$ cat src/psw_pkg.sv
// package of constants and types for the phy select, wakeup and status block
package psw_pkg;
    // register indices; byte address is four times the index (printed offsets are not multiples of four)
    localparam logic [7:0]  IDX_PHY_CHOICE_STATUS  = 8'h21;
    localparam logic [7:0]  IDX_PHY_CHOICE_CONTROL = 8'h22;
    localparam logic [7:0]  IDX_MONITOR_MODE       = 8'h1D;
    localparam logic [7:0]  IDX_WAKE_CONFIG        = 8'h30;
    localparam logic [7:0]  IDX_IRQ_STATUS         = 8'h31;
    localparam logic [7:0]  IDX_IRQ_MASK           = 8'h32;
    localparam logic [7:0]  IDX_EEPROM_PHYREG      = 8'h33;
    localparam logic [7:0]  IDX_WAKE_STATE         = 8'h34;
    // field positions
    localparam int          POS_PHY_CHOICE      = 4;
    localparam int          POS_AUTO_PHY_CHOICE = 5;
    localparam int          POS_WAKE_ON_LINK    = 1;
    localparam int          POS_WAKE_ON_MAGIC   = 2;
    localparam int          POS_WAKE_ALLOW      = 0;
    localparam int          POS_REMOTE_WAKE_EN  = 1;
    localparam int          POS_PRIMARY_LINK    = 0;
    localparam int          POS_SECONDARY_LINK  = 1;
    localparam int          POS_LEN_PARITY_ERR  = 2;
    localparam int          POS_PHY_INT_LEVEL   = 3;
    // irq status bit positions
    localparam int          IRQ_WAKE     = 0;
    localparam int          IRQ_LINK_CHG = 1;
    localparam int          IRQ_REPORT   = 2;
    localparam int          IRQ_BITS     = 3;
    // reset values
    localparam logic        RST_PHY_CHOICE      = 1'b1;
    localparam logic        RST_AUTO_PHY_CHOICE = 1'b1;
    localparam logic        RST_WAKE_ON         = 1'b0;
    localparam logic [15:0] RST_EEPROM_PHYREG   = 16'h0000;
    // report layout
    localparam logic [7:0]  REPORT_HDR0 = 8'hA1;
    localparam logic [7:0]  REPORT_HDR1 = 8'h00;
    localparam logic [7:0]  REPORT_PAD  = 8'h00;
    localparam int          REPORT_BYTES = 8;
    // operating modes
    typedef enum logic [1:0] {
        PSW_MODE_RUN     = 2'b00,
        PSW_MODE_SUSPEND = 2'b01,
        PSW_MODE_WAKE    = 2'b10
    } psw_mode_e;
    // report build states
    typedef enum logic [1:0] {
        PSW_RPT_IDLE  = 2'b00,
        PSW_RPT_RD_HI = 2'b01,
        PSW_RPT_RD_LO = 2'b10,
        PSW_RPT_DONE  = 2'b11
    } psw_rpt_e;
endpackage : psw_pkg

$ cat src/psw_report.sv
// builder of the 8-byte interrupt endpoint report
`timescale 1ns/10ps
module psw_report (
    input  wire logic        core_clk,       // system clock
    input  wire logic        rst_n,          // async reset, active low
    input  wire logic        report_req,     // host polls interrupt endpoint
    input  wire logic [15:0] phyreg_addrs,   // eeprom word hi/lo addresses
    input  wire logic [7:0]  status_byte,    // live status byte 3
    output logic             mdio_rd_req,    // phy register read request
    output logic [7:0]       mdio_rd_addr,   // phy register address
    input  wire logic        mdio_rd_done,   // read complete pulse
    input  wire logic [15:0] mdio_rd_data,   // read data
    output logic             report_valid,   // report ready pulse
    output logic [63:0]      report_data     // byte 1 in bits 63:56
);
    typedef struct packed {
        psw_pkg::psw_rpt_e state;
        logic [7:0]        status;
        logic [15:0]       snap_hi;
        logic [15:0]       snap_lo;
        logic              valid;
        logic [63:0]       data;
    } psw_rpt_s;

    psw_rpt_s st_reg;
    psw_rpt_s st_next;

    // each poll samples status and both registers fresh
    always_comb begin
        st_next       = st_reg;
        st_next.valid = 1'b0;
        case (st_reg.state)
            psw_pkg::PSW_RPT_IDLE: begin
                if (report_req) begin
                    st_next.status = status_byte;
                    st_next.state  = psw_pkg::PSW_RPT_RD_HI;
                end
            end
            psw_pkg::PSW_RPT_RD_HI: begin
                if (mdio_rd_done) begin
                    st_next.snap_hi = mdio_rd_data;
                    st_next.state   = psw_pkg::PSW_RPT_RD_LO;
                end
            end
            psw_pkg::PSW_RPT_RD_LO: begin
                if (mdio_rd_done) begin
                    st_next.snap_lo = mdio_rd_data;
                    st_next.state   = psw_pkg::PSW_RPT_DONE;
                end
            end
            default: begin
                // header pair, status, zero byte, two snapshots
                st_next.data  = {psw_pkg::REPORT_HDR0, psw_pkg::REPORT_HDR1,
                                 st_reg.status, psw_pkg::REPORT_PAD,
                                 st_reg.snap_hi, st_reg.snap_lo};
                st_next.valid = 1'b1;
                st_next.state = psw_pkg::PSW_RPT_IDLE;
            end
        endcase
    end

    always_ff @(posedge core_clk or negedge rst_n) begin
        if (!rst_n) begin
            st_reg <= '{state: psw_pkg::PSW_RPT_IDLE, status: 8'h00, snap_hi: 16'h0000,
                        snap_lo: 16'h0000, valid: 1'b0, data: 64'h0000_0000_0000_0000};
        end else begin
            st_reg <= st_next;
        end
    end

    // address hi byte first, then lo byte
    assign mdio_rd_req  = (st_reg.state == psw_pkg::PSW_RPT_RD_HI)
                        | (st_reg.state == psw_pkg::PSW_RPT_RD_LO);
    assign mdio_rd_addr = (st_reg.state == psw_pkg::PSW_RPT_RD_LO) ? phyreg_addrs[7:0]
                                                                   : phyreg_addrs[15:8];
    assign report_valid = st_reg.valid;
    assign report_data  = st_reg.data;
endmodule : psw_report

$ cat src/psw_top.sv
// top of phy choice, remote wakeup and interrupt report block with ahb-lite registers
`timescale 1ns/10ps
module psw_top (
    input  wire logic        core_clk,          // system clock, 50 mhz
    input  wire logic        rst_n,             // async reset, active low
    input  wire logic        hsel,              // ahb slave select
    input  wire logic [31:0] haddr,             // ahb address
    input  wire logic [1:0]  htrans,            // ahb transfer type
    input  wire logic        hwrite,            // ahb write
    input  wire logic [2:0]  hsize,             // ahb size
    input  wire logic [31:0] hwdata,            // ahb write data
    input  wire logic        hready,            // ahb bus ready
    output logic [31:0]      hrdata,            // ahb read data
    output logic             hreadyout,         // ahb slave ready
    output logic             hresp,             // ahb response, always okay
    input  wire logic        primary_link_up,   // embedded phy link state
    input  wire logic        secondary_link_up, // external phy link state
    input  wire logic        out_length_parity_err, // bulk-out length parity
    input  wire logic        phy_int_level,     // phy interrupt pin level
    input  wire logic        wake_allow_flag,   // loaded from eeprom
    input  wire logic        suspend_req,       // usb core suspend
    input  wire logic        host_resume,       // host resume seen
    input  wire logic        magic_rx,          // magic packet pulse
    input  wire logic        ext_wake_pin_n,    // external wake pin
    input  wire logic        report_req,        // interrupt endpoint poll
    input  wire logic        mdio_rd_done,      // phy read complete
    input  wire logic [15:0] mdio_rd_data,      // phy read data
    output logic             mdio_rd_req,       // phy read request
    output logic [7:0]       mdio_rd_addr,      // phy register address
    output logic             use_embedded_phy,  // mac routed to embedded phy
    output logic             suspended,         // device in suspend
    output logic             remote_wake,       // device-initiated resume pulse
    output logic             report_valid,      // report ready pulse
    output logic [63:0]      report_data,       // 8-byte report
    output logic             irq                // level interrupt
);
    typedef struct packed {
        logic                          phy_choice;
        logic                          auto_phy_choice;
        logic                          wake_on_magic;
        logic                          wake_on_link;
        logic                          remote_wake_en;
        logic [15:0]                   eeprom_phyreg;
        logic [psw_pkg::IRQ_BITS-1:0]  irq_status;
        logic [psw_pkg::IRQ_BITS-1:0]  irq_mask;
        logic                          prev_link;
        logic                          dp_write;
        logic [7:0]                    dp_idx;
        logic [31:0]                   rdata;
    } psw_top_s;

    psw_top_s                     st_reg;
    psw_top_s                     st_next;
    logic                         ap_valid;
    logic [7:0]                   ap_idx;
    logic [7:0]                   status_byte;
    logic                         wake_event;
    logic [psw_pkg::IRQ_BITS-1:0] irq_events;
    logic [psw_pkg::IRQ_BITS-1:0] irq_w1c;
    logic [7:0]                   wbyte;

    // address phase taken when selected, nonseq or seq, and bus ready
    assign ap_valid = hsel & htrans[1] & hready;
    assign ap_idx   = haddr[9:2];
    assign wbyte    = hwdata[7:0];

    // live status byte: links, parity error, pin level
    always_comb begin
        status_byte                              = 8'h00;
        status_byte[psw_pkg::POS_PRIMARY_LINK]   = primary_link_up;
        status_byte[psw_pkg::POS_SECONDARY_LINK] = secondary_link_up;
        status_byte[psw_pkg::POS_LEN_PARITY_ERR] = out_length_parity_err;
        status_byte[psw_pkg::POS_PHY_INT_LEVEL]  = phy_int_level;
    end

    // phy selection: auto follows the embedded link, manual follows phy_choice
    always_comb begin
        if (st_reg.auto_phy_choice) begin
            use_embedded_phy = primary_link_up;
        end else begin
            use_embedded_phy = st_reg.phy_choice;
        end
    end

    // interrupt sources
    assign irq_events[psw_pkg::IRQ_WAKE]     = wake_event;
    assign irq_events[psw_pkg::IRQ_LINK_CHG] = primary_link_up ^ st_reg.prev_link;
    assign irq_events[psw_pkg::IRQ_REPORT]   = report_valid;
    assign irq_w1c = (st_reg.dp_write && st_reg.dp_idx == psw_pkg::IDX_IRQ_STATUS)
                   ? hwdata[psw_pkg::IRQ_BITS-1:0] : '0;

    // register file: data phase writes, read data registered one cycle later
    always_comb begin
        st_next           = st_reg;
        st_next.prev_link = primary_link_up;
        st_next.dp_write  = ap_valid & hwrite;
        st_next.dp_idx    = ap_valid ? ap_idx : st_reg.dp_idx;
        // set wins over a simultaneous write-one clear
        st_next.irq_status = (st_reg.irq_status & ~irq_w1c) | irq_events;
        if (st_reg.dp_write) begin
            if (st_reg.dp_idx == psw_pkg::IDX_PHY_CHOICE_CONTROL) begin
                st_next.phy_choice      = wbyte[psw_pkg::POS_PHY_CHOICE];
                st_next.auto_phy_choice = wbyte[psw_pkg::POS_AUTO_PHY_CHOICE];
            end else if (st_reg.dp_idx == psw_pkg::IDX_MONITOR_MODE) begin
                st_next.wake_on_magic = wbyte[psw_pkg::POS_WAKE_ON_MAGIC];
                st_next.wake_on_link  = wbyte[psw_pkg::POS_WAKE_ON_LINK];
            end else if (st_reg.dp_idx == psw_pkg::IDX_WAKE_CONFIG) begin
                st_next.remote_wake_en = wbyte[psw_pkg::POS_REMOTE_WAKE_EN];
            end else if (st_reg.dp_idx == psw_pkg::IDX_IRQ_MASK) begin
                st_next.irq_mask = hwdata[psw_pkg::IRQ_BITS-1:0];
            end else if (st_reg.dp_idx == psw_pkg::IDX_EEPROM_PHYREG) begin
                st_next.eeprom_phyreg = hwdata[15:0];
            end
        end
        // read mux; unmapped and write-only offsets read zero
        st_next.rdata = 32'h0000_0000;
        if (ap_valid && !hwrite) begin
            if (ap_idx == psw_pkg::IDX_PHY_CHOICE_STATUS) begin
                st_next.rdata[psw_pkg::POS_PHY_CHOICE]      = st_reg.phy_choice;
                st_next.rdata[psw_pkg::POS_AUTO_PHY_CHOICE] = st_reg.auto_phy_choice;
            end else if (ap_idx == psw_pkg::IDX_WAKE_CONFIG) begin
                st_next.rdata[psw_pkg::POS_WAKE_ALLOW]     = wake_allow_flag;
                st_next.rdata[psw_pkg::POS_REMOTE_WAKE_EN] = st_reg.remote_wake_en;
            end else if (ap_idx == psw_pkg::IDX_IRQ_STATUS) begin
                st_next.rdata[psw_pkg::IRQ_BITS-1:0] = st_reg.irq_status;
            end else if (ap_idx == psw_pkg::IDX_IRQ_MASK) begin
                st_next.rdata[psw_pkg::IRQ_BITS-1:0] = st_reg.irq_mask;
            end else if (ap_idx == psw_pkg::IDX_EEPROM_PHYREG) begin
                st_next.rdata[15:0] = st_reg.eeprom_phyreg;
            end else if (ap_idx == psw_pkg::IDX_WAKE_STATE) begin
                st_next.rdata[7:0] = status_byte;
                st_next.rdata[8]   = suspended;
                st_next.rdata[9]   = use_embedded_phy;
            end
        end
    end

    always_ff @(posedge core_clk or negedge rst_n) begin
        if (!rst_n) begin
            st_reg <= '{phy_choice:      psw_pkg::RST_PHY_CHOICE,
                        auto_phy_choice: psw_pkg::RST_AUTO_PHY_CHOICE,
                        wake_on_magic:   psw_pkg::RST_WAKE_ON,
                        wake_on_link:    psw_pkg::RST_WAKE_ON,
                        remote_wake_en:  1'b0,
                        eeprom_phyreg:   psw_pkg::RST_EEPROM_PHYREG,
                        irq_status:      '0,
                        irq_mask:        '0,
                        prev_link:       1'b0,
                        dp_write:        1'b0,
                        dp_idx:          8'h00,
                        rdata:           32'h0000_0000};
        end else begin
            st_reg <= st_next;
        end
    end

    // zero-wait slave: always ready, always okay
    assign hreadyout = 1'b1;
    assign hresp     = 1'b0;
    assign hrdata    = st_reg.rdata;
    assign irq       = |(st_reg.irq_status & st_reg.irq_mask);

    // wakeup decision
    psw_wake_ctrl u_wake (
        .core_clk          (core_clk),
        .rst_n             (rst_n),
        .suspend_req       (suspend_req),
        .host_resume       (host_resume),
        .wake_allow_flag   (wake_allow_flag),
        .remote_wake_en    (st_reg.remote_wake_en),
        .wake_on_magic     (st_reg.wake_on_magic),
        .wake_on_link      (st_reg.wake_on_link),
        .magic_rx          (magic_rx),
        .primary_link_up   (primary_link_up),
        .secondary_link_up (secondary_link_up),
        .ext_wake_pin_n    (ext_wake_pin_n),
        .suspended         (suspended),
        .remote_wake       (remote_wake),
        .wake_event        (wake_event)
    );

    // report assembly
    psw_report u_report (
        .core_clk     (core_clk),
        .rst_n        (rst_n),
        .report_req   (report_req),
        .phyreg_addrs (st_reg.eeprom_phyreg),
        .status_byte  (status_byte),
        .mdio_rd_req  (mdio_rd_req),
        .mdio_rd_addr (mdio_rd_addr),
        .mdio_rd_done (mdio_rd_done),
        .mdio_rd_data (mdio_rd_data),
        .report_valid (report_valid),
        .report_data  (report_data)
    );
endmodule : psw_top

$ cat src/psw_wake_ctrl.sv
// suspend and remote wakeup decision logic
`timescale 1ns/10ps
module psw_wake_ctrl (
    input  wire logic       core_clk,        // system clock
    input  wire logic       rst_n,           // async reset, active low
    input  wire logic       suspend_req,     // bus asks device to suspend
    input  wire logic       host_resume,     // host signals resume j to k
    input  wire logic       wake_allow_flag, // eeprom permission flag
    input  wire logic       remote_wake_en,  // set_feature remote wakeup
    input  wire logic       wake_on_magic,   // magic packet wake enable
    input  wire logic       wake_on_link,    // link-up wake enable
    input  wire logic       magic_rx,        // magic packet seen pulse
    input  wire logic       primary_link_up,   // embedded phy link
    input  wire logic       secondary_link_up, // external phy link
    input  wire logic       ext_wake_pin_n,  // external wake pin
    output logic            suspended,       // device is in suspend
    output logic            remote_wake,     // device-initiated wake pulse
    output logic            wake_event       // any wake pulse
);
    typedef struct packed {
        psw_pkg::psw_mode_e mode;
        logic               prev_pri;
        logic               prev_sec;
        logic               prev_pin;
        logic               rwake;
        logic               wevent;
    } psw_wake_s;

    psw_wake_s st_reg;
    psw_wake_s st_next;
    logic      local_ok;
    logic      link_rise;
    logic      pin_low_pulse;

    // local wake needs both the eeprom flag and the host feature
    assign local_ok      = wake_allow_flag & remote_wake_en;
    assign link_rise     = (primary_link_up & ~st_reg.prev_pri)
                         | (secondary_link_up & ~st_reg.prev_sec);
    assign pin_low_pulse = ~ext_wake_pin_n & st_reg.prev_pin;

    // mode machine; the pin always counts once local wake is allowed
    always_comb begin
        st_next          = st_reg;
        st_next.prev_pri = primary_link_up;
        st_next.prev_sec = secondary_link_up;
        st_next.prev_pin = ext_wake_pin_n;
        st_next.rwake    = 1'b0;
        st_next.wevent   = 1'b0;
        case (st_reg.mode)
            psw_pkg::PSW_MODE_RUN: begin
                if (suspend_req) begin
                    st_next.mode = psw_pkg::PSW_MODE_SUSPEND;
                end
            end
            psw_pkg::PSW_MODE_SUSPEND: begin
                if (host_resume) begin
                    st_next.mode   = psw_pkg::PSW_MODE_WAKE;
                    st_next.wevent = 1'b1;
                end else if (local_ok && ((wake_on_magic && magic_rx)
                             || (wake_on_link && link_rise) || pin_low_pulse)) begin
                    st_next.mode   = psw_pkg::PSW_MODE_WAKE;
                    st_next.rwake  = 1'b1;
                    st_next.wevent = 1'b1;
                end
            end
            default: begin
                // back to run; other config regs were never touched
                st_next.mode = psw_pkg::PSW_MODE_RUN;
            end
        endcase
    end

    always_ff @(posedge core_clk or negedge rst_n) begin
        if (!rst_n) begin
            st_reg <= '{mode: psw_pkg::PSW_MODE_RUN, prev_pri: 1'b0, prev_sec: 1'b0,
                        prev_pin: 1'b1, rwake: 1'b0, wevent: 1'b0};
        end else begin
            st_reg <= st_next;
        end
    end

    assign suspended   = (st_reg.mode == psw_pkg::PSW_MODE_SUSPEND);
    assign remote_wake = st_reg.rwake;
    assign wake_event  = st_reg.wevent;
endmodule : psw_wake_ctrl

$ cat config.mk
export PLATFORM = sky130hd
export DESIGN_NAME = psw_top
export DESIGN_NICKNAME = d
export VERILOG_FILES = /design/src/psw_pkg.sv /design/src/psw_report.sv /design/src/psw_top.sv /design/src/psw_wake_ctrl.sv
export SDC_FILE = /design/constraint.sdc
export NUM_CORES = 1
export LEC_CHECK = 0
export BUFFER_PORTS_ARGS = -buffer_cell sky130_fd_sc_hd__buf_2
export CAP_MARGIN = 5
export CORE_MARGIN = 2
export CORE_UTILIZATION = 54
export DETAILED_ROUTE_END_ITERATION = 7
export PLACE_DENSITY = 0.85
export SYNTH_ARGS = -nofsm -noshare
export SYNTH_HDL_FRONTEND = slang
export SYNTH_SLANG_ARGS = --single-unit
export TNS_END_PERCENT = 10
$ cat constraint.sdc
create_clock -name core_clk -period 2.93 [get_ports core_clk]
set_clock_uncertainty 0.1 [all_clocks]
set_input_delay 0.1465 -clock core_clk [delete_from_list [all_inputs] [get_ports core_clk]]
set_output_delay 0.1465 -clock core_clk [all_outputs]
set_load 0.01 [all_outputs]
==> results of run 1 <==
[layout make-up]
class	count	area [sq um]
fill	824	3830
sequential	135	3380
multi-input combinational	253	2170
timing repair buffer	173	1120
clock buffer	24	482
tap	143	179
clock inverter	8	168
inverter	9	33.8
[where the power goes]
part	leakage (nW)	switching, W	internal, W
registers	1.67	0.000309	0.00245
logic	1.68	0.000818	0.000988
clock network	0.314	0.000736	0.00158
[kinds of logic (layout without fill, tap and decap cells)]
logic type	after synthesis	count (layout)	synth area share [%]
DFF	135	135	54.2
and+or+nand+nor	58	58	6.23
muxes	117	117	21.1
other	2	43	0.120
AOI/OAI and AO/OA	30	30	3.89
buffers and inverters	119	214	13.5
adders and majority gates	5	5	1.00
[worst paths after layout]
kind	slack [ns]	depth (start not counted)	to
worst max-delay path	0.69	4	mdio_rd_addr[0]
worst min-delay path	0.03	3	u_report.st_reg[105]
worst max register to register	0.79	3	st_reg[55]
worst min register to register	0.33	1	st_reg[45]
max in group asynchronous	1.67	3	u_wake.st_reg[2]
min in group asynchronous	0.27	2	st_reg[40]
[metrics by stage]
step	utilization [%]	power [W]	worst slack, ns	cells
2_1_floorplan	-	0.00429	1.13	507
6_report	66.3	0.00688	0.686	745
5_1_grt	66.3	0.00721	0.604	745
3_3_place_gp	56.6	0.00443	0.879	668
4_1_cts	66.3	0.00695	0.646	745
3_5_place_dp	56.6	0.00456	0.828	668
[worst max-delay path: stages (launching register included)]
cell and delay [ns]:
dfrtp_1 0.41, inv_1 0.12, ha_1 0.51, mux2_2 0.41, buf_2 0.14
[routing by layer]
layer | GRT usage (%) | vias up | wire length [microns]
met5 | 0 | - | 0
met4 | 10.5 | 0 | 336
met3 | 4.84 | 28 | 497
met2 | 36.3 | 133 | 6490
met1 | 24.3 | 1923 | 5060
li1 | - | 1733 | -
[synthesized netlist by cell type (2+ instances only)]
master / count
mux2_2: 115
dfrtp_1: 132
inv_1: 9
nor2b_1: 3
a22o_1: 2
a21oi_1: 3
ha_1: 5
and2_1: 9
clkbuf_1: 3
dfstp_2: 3
o221a_2: 2
conb_1: 2
buf_4: 100
a22oi_1: 3
nand2_1: 7
mux2i_1: 2
a21o_1: 3
nor3_1: 3
nand2b_1: 5
buf_6: 2
o22a_1: 2
nand4_1: 4
a31oi_1: 2
nor2_1: 9
buf_2: 5
or2_2: 2
==> metrics.txt, run 1 <==
power per cell area=913 mW/mm^2; flip-flop count of the largest register, all copies and words added=38; flop and latch count out of synthesis=135; initial antenna violation count=0; Final ANT Viol Nets=0; global-route wire length before repair=20300 microns; number of sinks handled by clock tree synthesis=135; unrepaired setup endpoints after global routing=false; Setup crit start kind=flip-flop; total count of max-transition violations in the final report=0; hold slack final=0.0311 ns; Avg Inst Size Synth=13.4 sq um; TritonCTS clock tree=yes; aggregate global-route resource usage=20.9%; leading cell type in the layout, fill and taps excluded=dfrtp_1; asr flop ratio synth=100%; worst hold path type=in -> reg; final standard cell area without fillers=0.00753 sq mm; vias in the first global route=4044; outcome=completed; Clock Path Buffers=2; buffers inserted by post-CTS timing repair=0; DRT Pass-1 Iters=4; most frequent cells in the layout=dfrtp_1, buf_2, mux2_2, dlygate4sd3_1, conb_1; Via-to-Cell Ratio=5.12; overall overflow remaining after global route=0; critical-path maximum fanout=10; startpoint of the worst-slack reg-to-reg timing path=st_reg[39]; I/O Buffers=125; flip-flop cell with the highest count after synthesis=dfrtp_1; crit end category=output pin; required time worst endpoint=2.68 ns; drc violations=0; CP startpoint=u_report.st_reg[105]; clock transition at the registers of the reported paths=0.05 ns; floorplan die height=112 microns; number of gates resized after CTS=0; Syn. warnings=0; number of distinct standard cells referenced by the synthesized netlist=55; worst min-delay path startpoint=mdio_rd_done; peak supply drop=0.000623 V; TritonCTS Buffers=17; highest clock rate=0.446 GHz; Core ar.=0.0114 sq mm; Area growth syn-to-layout=20.7%; ratio of final minimum period to clock period=76.6%; EDFF count, synth=0; routed len/inst=16.6 microns; count of vias placed by the detailed router=3817; final weighted congestion in routability-driven placement=0.847; die extent in x=112 microns; fraction of post-synthesis cell area in the top cell type by area=52.9%; post-detailed-placement half-perimeter wirelength=8140 microns; part of the Yosys area used for sequential elements=54.2%; instance count of the mapped netlist=466; headroom to the max-slew limit=42.4%; initial cell density of the core=54.9%; slew of the pin with the lowest slew margin=0.862 ns; leakage power of the design=3.66 nW; critical path type=reg -> out; number of top-level pins=213; Synth area leader=dfrtp_1; total of hold buffers inserted after clock tree synthesis=45; antenna cells=0; final setup violation count=0; summed instance area of the synthesized netlist=0.00624 sq mm; cells taking the most area after synthesis=dfrtp_1, mux2_2, buf_4; clock latency at the later pin of the worst-skew pair=0.42 ns; largest net degree at the start of global routing=90; Clk Tree Root Cell=clkbuf_16; sum of routed wire length over all layers=12400 microns; Nets=695; Total Neg Setup Slack=0 ns; share of cells above drive strength 1=48.2%; Max-cap violations=0; fin crit period=2.24 ns; full die area=0.0124 sq mm; number of placement rows=39; Placed Instance Area=0.00643 sq mm; hold violation count in the final report=0; CTS HTree Levels=4; number of DRC markers after the initial detailed-route iteration=142; endpoint arrival time on the critical path=2.00 ns
Power figures use the tool's default switching activity.
==> inputs of run 2 (changes only) <==
CORE_UTILIZATION = 46   (was 54)
PLACE_DENSITY = 0.77   (was 0.85)
clock period = 2 ns   (was 2.93 ns; I/O delays follow)
==> metrics.txt, run 2 (synthesis gave the netlist of run 1 again) <==
outcome=completed; total count of max-transition violations in the final report=0 (unchanged); flip-flop count of the largest register, all copies and words added=38 (unchanged); delay of the slowest cell on the worst path=0.47 ns (-0.04 ns); critical-path maximum fanout=6 (-4); crit end category=output pin; number of DRC markers after the initial detailed-route iteration=131 (-7.7%); peak supply drop=0.000782 V (+26%); vias in the first global route=4161 (+2.9%); cell family contributing the most delay on the critical path=flip-flops; met3 track utilization from global routing=4.34% (-0.51 points); ratio of final minimum period to clock period=95.8%; sum of routed wire length over all layers=12800 microns (+3.2%); final weighted congestion in routability-driven placement=0.832 (-1.7%); ordered cell list for the critical path=ha_4, buf_4, mux2_2, buf_2; unrepaired setup endpoints after global routing=false; Placed Instance Area=0.00657 sq mm (+2.1%); CTS HTree Levels=4 (unchanged); initial cell density of the core=47.1% (-7.8 points); TritonCTS Buffers=17 (unchanged); Via-to-Cell Ratio=4.86 (-5.1%); TritonCTS clock tree=yes; post-detailed-placement half-perimeter wirelength=8750 microns (+7.5%); final standard cell area without fillers=0.00771 sq mm (+2.3%); number of sinks handled by clock tree synthesis=135 (unchanged); global-route track usage on met1=21.6% (-2.7 points); count of buffer and inverter cells on the critical path=2 (unchanged); floorplan die height=120 microns (+8.0%); die extent in x=120 microns (+8.0%); DRT Pass-1 Iters=5 (+1); final setup violation count=0 (unchanged); cell with the largest stage delay on the worst path=dfrtp_1; hold violation count in the final report=0 (unchanged); power per cell area=1280 mW/mm^2 (+41%); highest clock rate=0.522 GHz; leading cell type in the layout, fill and taps excluded=dfrtp_1; Max-cap violations=0 (unchanged); drc violations=0 (unchanged); Clk Tree Root Cell=clkbuf_16; routed len/inst=16.1 microns (-3.2%); Core ar.=0.0132 sq mm (+16%); critical path type=reg -> out; initial antenna violation count=1 (+1); number of placement rows=42 (+7.7%); slew of the pin with the lowest slew margin=0.543 ns (-0.319 ns); leakage power of the design=3.72 nW (+1.6%); clock transition at the registers of the reported paths=0.05 ns (about the same); count of vias placed by the detailed router=3859 (+1.1%); busiest grt layer=met2; overall overflow remaining after global route=0 (unchanged); largest net degree at the start of global routing=59 (-34%); worst hold path type=in -> reg; clock latency at the later pin of the worst-skew pair=0.41 ns (about the same); full die area=0.0145 sq mm (+17%); fin crit period=1.92 ns; share of cells above drive strength 1=48.9% (+0.77 points); Clock Path Buffers=2 (unchanged); endpoint arrival time on the critical path=1.72 ns (-0.28 ns); Final ANT Viol Nets=0 (unchanged); Total Neg Setup Slack=0 ns (unchanged); aggregate global-route resource usage=18.6% (-2.2 points); required time worst endpoint=1.80 ns (-0.88 ns); number of top-level pins=213 (unchanged); Setup crit start kind=flip-flop; met2 demand-to-capacity share in global routing=32.2% (-4.1 points); global-route wire length before repair=20700 microns (+2.2%); I/O Buffers=125 (unchanged); Nets=711 (+2.3%); most frequent cells in the layout=dfrtp_1, buf_2, mux2_2, dlygate4sd3_1, conb_1; headroom to the max-slew limit=63.5% (+21 points); Area growth syn-to-layout=23.5%
-- run 2: cell types whose count changed in the layout (fill, tap and decap cells not counted), sizes merged --
cell         change
buf              +9
dlygate4sd3      +7
clkinv           +3
clkinvlp         +1
bufinv           -3
diode            +1
clkbuf           -2
-- run 2: cell type report --
| class | count | area, sq um |
|---|---|---|
| clock inverter | 9 | 100 |
| clock buffer | 22 | 474 |
| antenna | 1 | 2.50 |
| timing repair buffer | 189 | 1310 |
| tap | 176 | 220 |
| fill | 1057 | 5540 |
| sequential | 135 | 3380 |
| multi-input combinational | 253 | 2190 |
| inverter | 9 | 33.8 |
-- run 2: tightest hold or removal path: cells and delay by family --
family | cells | cell delay, ns
buffers and inverters | 2 | 0.28
AND/OR/NAND/NOR | 2 | 0.12
-- run 2: layer usage --
layer | vias up | routed length, microns
met5 | - | 0
met1 | 1959 | 5220
met4 | 0 | 364
met2 | 111 | 6700
li1 | 1759 | -
met3 | 30 | 502
-- run 2: per-stage QoR --
stage	hold WS [ns]	total power [W]	setup WS, ns	util, %	std cells
floorplan	-0.296	0.00629	0.203	-	507
global placement	-0.00468	0.00661	0.176	49.6	707
detailed placement	-0.00170	0.00680	0.114	49.6	707
CTS	0.00377	0.0100	0.0324	58.1	792
global route	0.0483	0.0105	0.0300	58.2	794
finish	0.0387	0.00990	0.0847	58.2	794
-- run 2: worst paths after layout --
check	start	endpoint	slack, ns	cells after the start
min in group asynchronous	rst_n	st_reg[37]	0.12	2
min	htrans[1]	st_reg[40]	0.04	4
max reg2reg	st_reg[32]	st_reg[43]	0.12	3
min reg2reg	u_wake.wake_event	st_reg[45]	0.33	1
max	u_report.st_reg[106]	mdio_rd_addr[4]	0.08	4
max in group asynchronous	rst_n	u_report.st_reg[86]	1.01	3
-- run 2: power breakdown --
part,internal [W],switching (W)
sequential,0.00359,0.000444
combinational,0.00160,0.00126
clock,0.00191,0.00109
total,0.00710,0.00280
-- run 2: timing repair --
| action | in CTS | in global routing |
|---|---|---|
| endpoints found under the setup margin | 8 | 3 |
| buffers inserted | 1 | 1 |
| endpoints found under the hold margin | 180 | 0 |
| pin swaps | 0 | 0 |
| resized for setup | 5 | 0 |
| hold buffers | 52 | 0 |
| cloned | 1 | 0 |
==> inputs of run 3 (changes only) <==
BUFFER_PORTS_ARGS = -buffer_cell sky130_fd_sc_hd__buf_4   (was -buffer_cell sky130_fd_sc_hd__buf_2)
==> metrics.txt, run 3 (synthesis gave the netlist of run 1 again) <==
Max-cap violations=0 (unchanged); slew of the pin with the lowest slew margin=0.578 ns (+0.0347 ns); vias in the first global route=4153 (-0.19%); overall overflow remaining after global route=0 (unchanged); leakage power of the design=3.87 nW (+3.8%); unrepaired setup endpoints after global routing=false; worst hold path type=in -> reg; number of DRC markers after the initial detailed-route iteration=164 (+25%); crit end category=flip-flop; floorplan die height=120 microns (unchanged); Clock Path Buffers=2 (unchanged); number of sinks handled by clock tree synthesis=135 (unchanged); Core ar.=0.0132 sq mm (unchanged); die extent in x=120 microns (unchanged); aggregate global-route resource usage=19.7% (+1.1 points); peak supply drop=0.000779 V (-0.46%); hold slack final=0.0164 ns (-0.0223 ns); Setup crit start kind=primary input; count of vias placed by the detailed router=3902 (+1.1%); Final ANT Viol Nets=0 (unchanged); Area growth syn-to-layout=30.7%; share of cells above drive strength 1=49.2% (+0.25 points); global-route wire length before repair=21600 microns (+4.0%); TritonCTS clock tree=yes; power per cell area=1320 mW/mm^2 (+2.9%); sum of routed wire length over all layers=13400 microns (+5.2%); critical-path maximum fanout=10 (+4); Via-to-Cell Ratio=4.89 (+0.61%); drc violations=0 (unchanged); Clk Tree Root Cell=clkbuf_16; pre-CTS WS=0.133 ns (+0.0188 ns); TritonCTS Buffers=17 (unchanged); final setup margin=0.0727 ns (-0.0120 ns); total power=0.0108 W (+9.0%); ratio of final minimum period to clock period=96.4% (+0.60 points); DRT Pass-1 Iters=4 (-1); hold violation count in the final report=0 (unchanged); routed len/inst=16.8 microns (+4.7%); total count of max-transition violations in the final report=0 (unchanged); final setup violation count=0 (unchanged); initial cell density of the core=47.1% (unchanged); post-detailed-placement half-perimeter wirelength=9040 microns (+3.3%); final weighted congestion in routability-driven placement=0.828 (-0.48%); largest net degree at the start of global routing=56 (-5.1%); outcome=completed; I/O Buffers=125 (unchanged); final standard cell area without fillers=0.00816 sq mm (+5.9%); fin crit period=1.93 ns (+0.0120 ns); full die area=0.0145 sq mm (unchanged); required time worst endpoint=2.25 ns (+0.45 ns); number of placement rows=42 (unchanged); antenna cells=0 (-1); Placed Instance Area=0.00690 sq mm (+5.0%); highest clock rate=0.519 GHz (-0.62%); flip-flop count of the largest register, all copies and words added=38 (unchanged); headroom to the max-slew limit=61.4% (-2.1 points); clock latency at the later pin of the worst-skew pair=0.42 ns (about the same); Total Neg Setup Slack=0 ns (unchanged); initial antenna violation count=0 (-1); CTS HTree Levels=4 (unchanged); clock transition at the registers of the reported paths=0.06 ns (about the same); number of top-level pins=213 (unchanged); Nets=715 (+0.56%); most frequent cells in the layout=buf_4, dfrtp_1, mux2_2, dlygate4sd3_1, conb_1; critical path type=in -> reg; endpoint arrival time on the critical path=2.18 ns (+0.46 ns)
-- run 3: cell types whose count changed in the layout (fill, tap and decap cells not counted), moves of 2 or more --
cell / delta
bufinv_16: +4
clkinv_4: +2
buf_4: +125
buf_2: -124
dlygate4sd3_1: +3
clkinv_2: -3
-- run 3: path summary, 6_finish.rpt --
kind | from | end | slack [ns] | depth (start not counted)
min reg2reg | u_wake.wake_event | st_reg[45] | 0.34 | 1
max | hwrite | hrdata[5] | 0.07 | 5
min | wake_allow_flag | u_wake.remote_wake | 0.02 | 3
min in group asynchronous | rst_n | st_reg[39] | 0.09 | 2
max in group asynchronous | rst_n | u_report.st_reg[73] | 1.08 | 3
max reg2reg | st_reg[32] | st_reg[42] | 0.10 | 3
-- run 3: final cells by class --
class	count	area, sq um
clock buffer	20	457
clock inverter	12	223
fill	988	5080
inverter	9	33.8
multi-input combinational	253	2190
sequential	135	3380
tap	176	220
timing repair buffer	193	1660
-- run 3: timing repair --
item | in CTS | in global routing
setup buffers | 1 | 0
hold buffers | 55 | 0
resized for setup | 4 | 2
endpoints found under the hold margin | 186 | 0
gates cloned | 1 | 0
setup endpoints to repair | 8 | 8
-- run 3: stage by stage --
step                utilization (%)  instances
floorplan                         -        507
finish                         61.6        798
detailed placement             52.1        709
global placement               52.1        709
CTS                            61.5        798
global route                   61.6        798
-- run 3: worst max-delay path: stages --
cell,delay (ns)
dlygate4sd3_1,0.56
buf_4,0.15
or4b_4,0.57
nor4b_4,0.54
a22o_1,0.25
-- run 3: metal layers --
| layer | wire, microns | part of all wire [%] | GRT usage, % | vias to the layer above |
|---|---|---|---|---|
| li1 | - | - | - | 1776 |
| met1 | 5320 | 40 | 23.2 | 1969 |
| met2 | 7190 | 53 | 33.4 | 124 |
| met3 | 486 | 3.6 | 4.62 | 33 |
| met4 | 447 | 3.3 | 10.7 | 0 |
| met5 | 0 | 0 | 0 | - |
-- run 3: power by group --
| group | switching [W] | internal, W |
|---|---|---|
| Combinational | 0.00130 | 0.00185 |
| Sequential | 0.000469 | 0.00359 |
| Clock | 0.00116 | 0.00240 |
| Total | 0.00293 | 0.00785 |
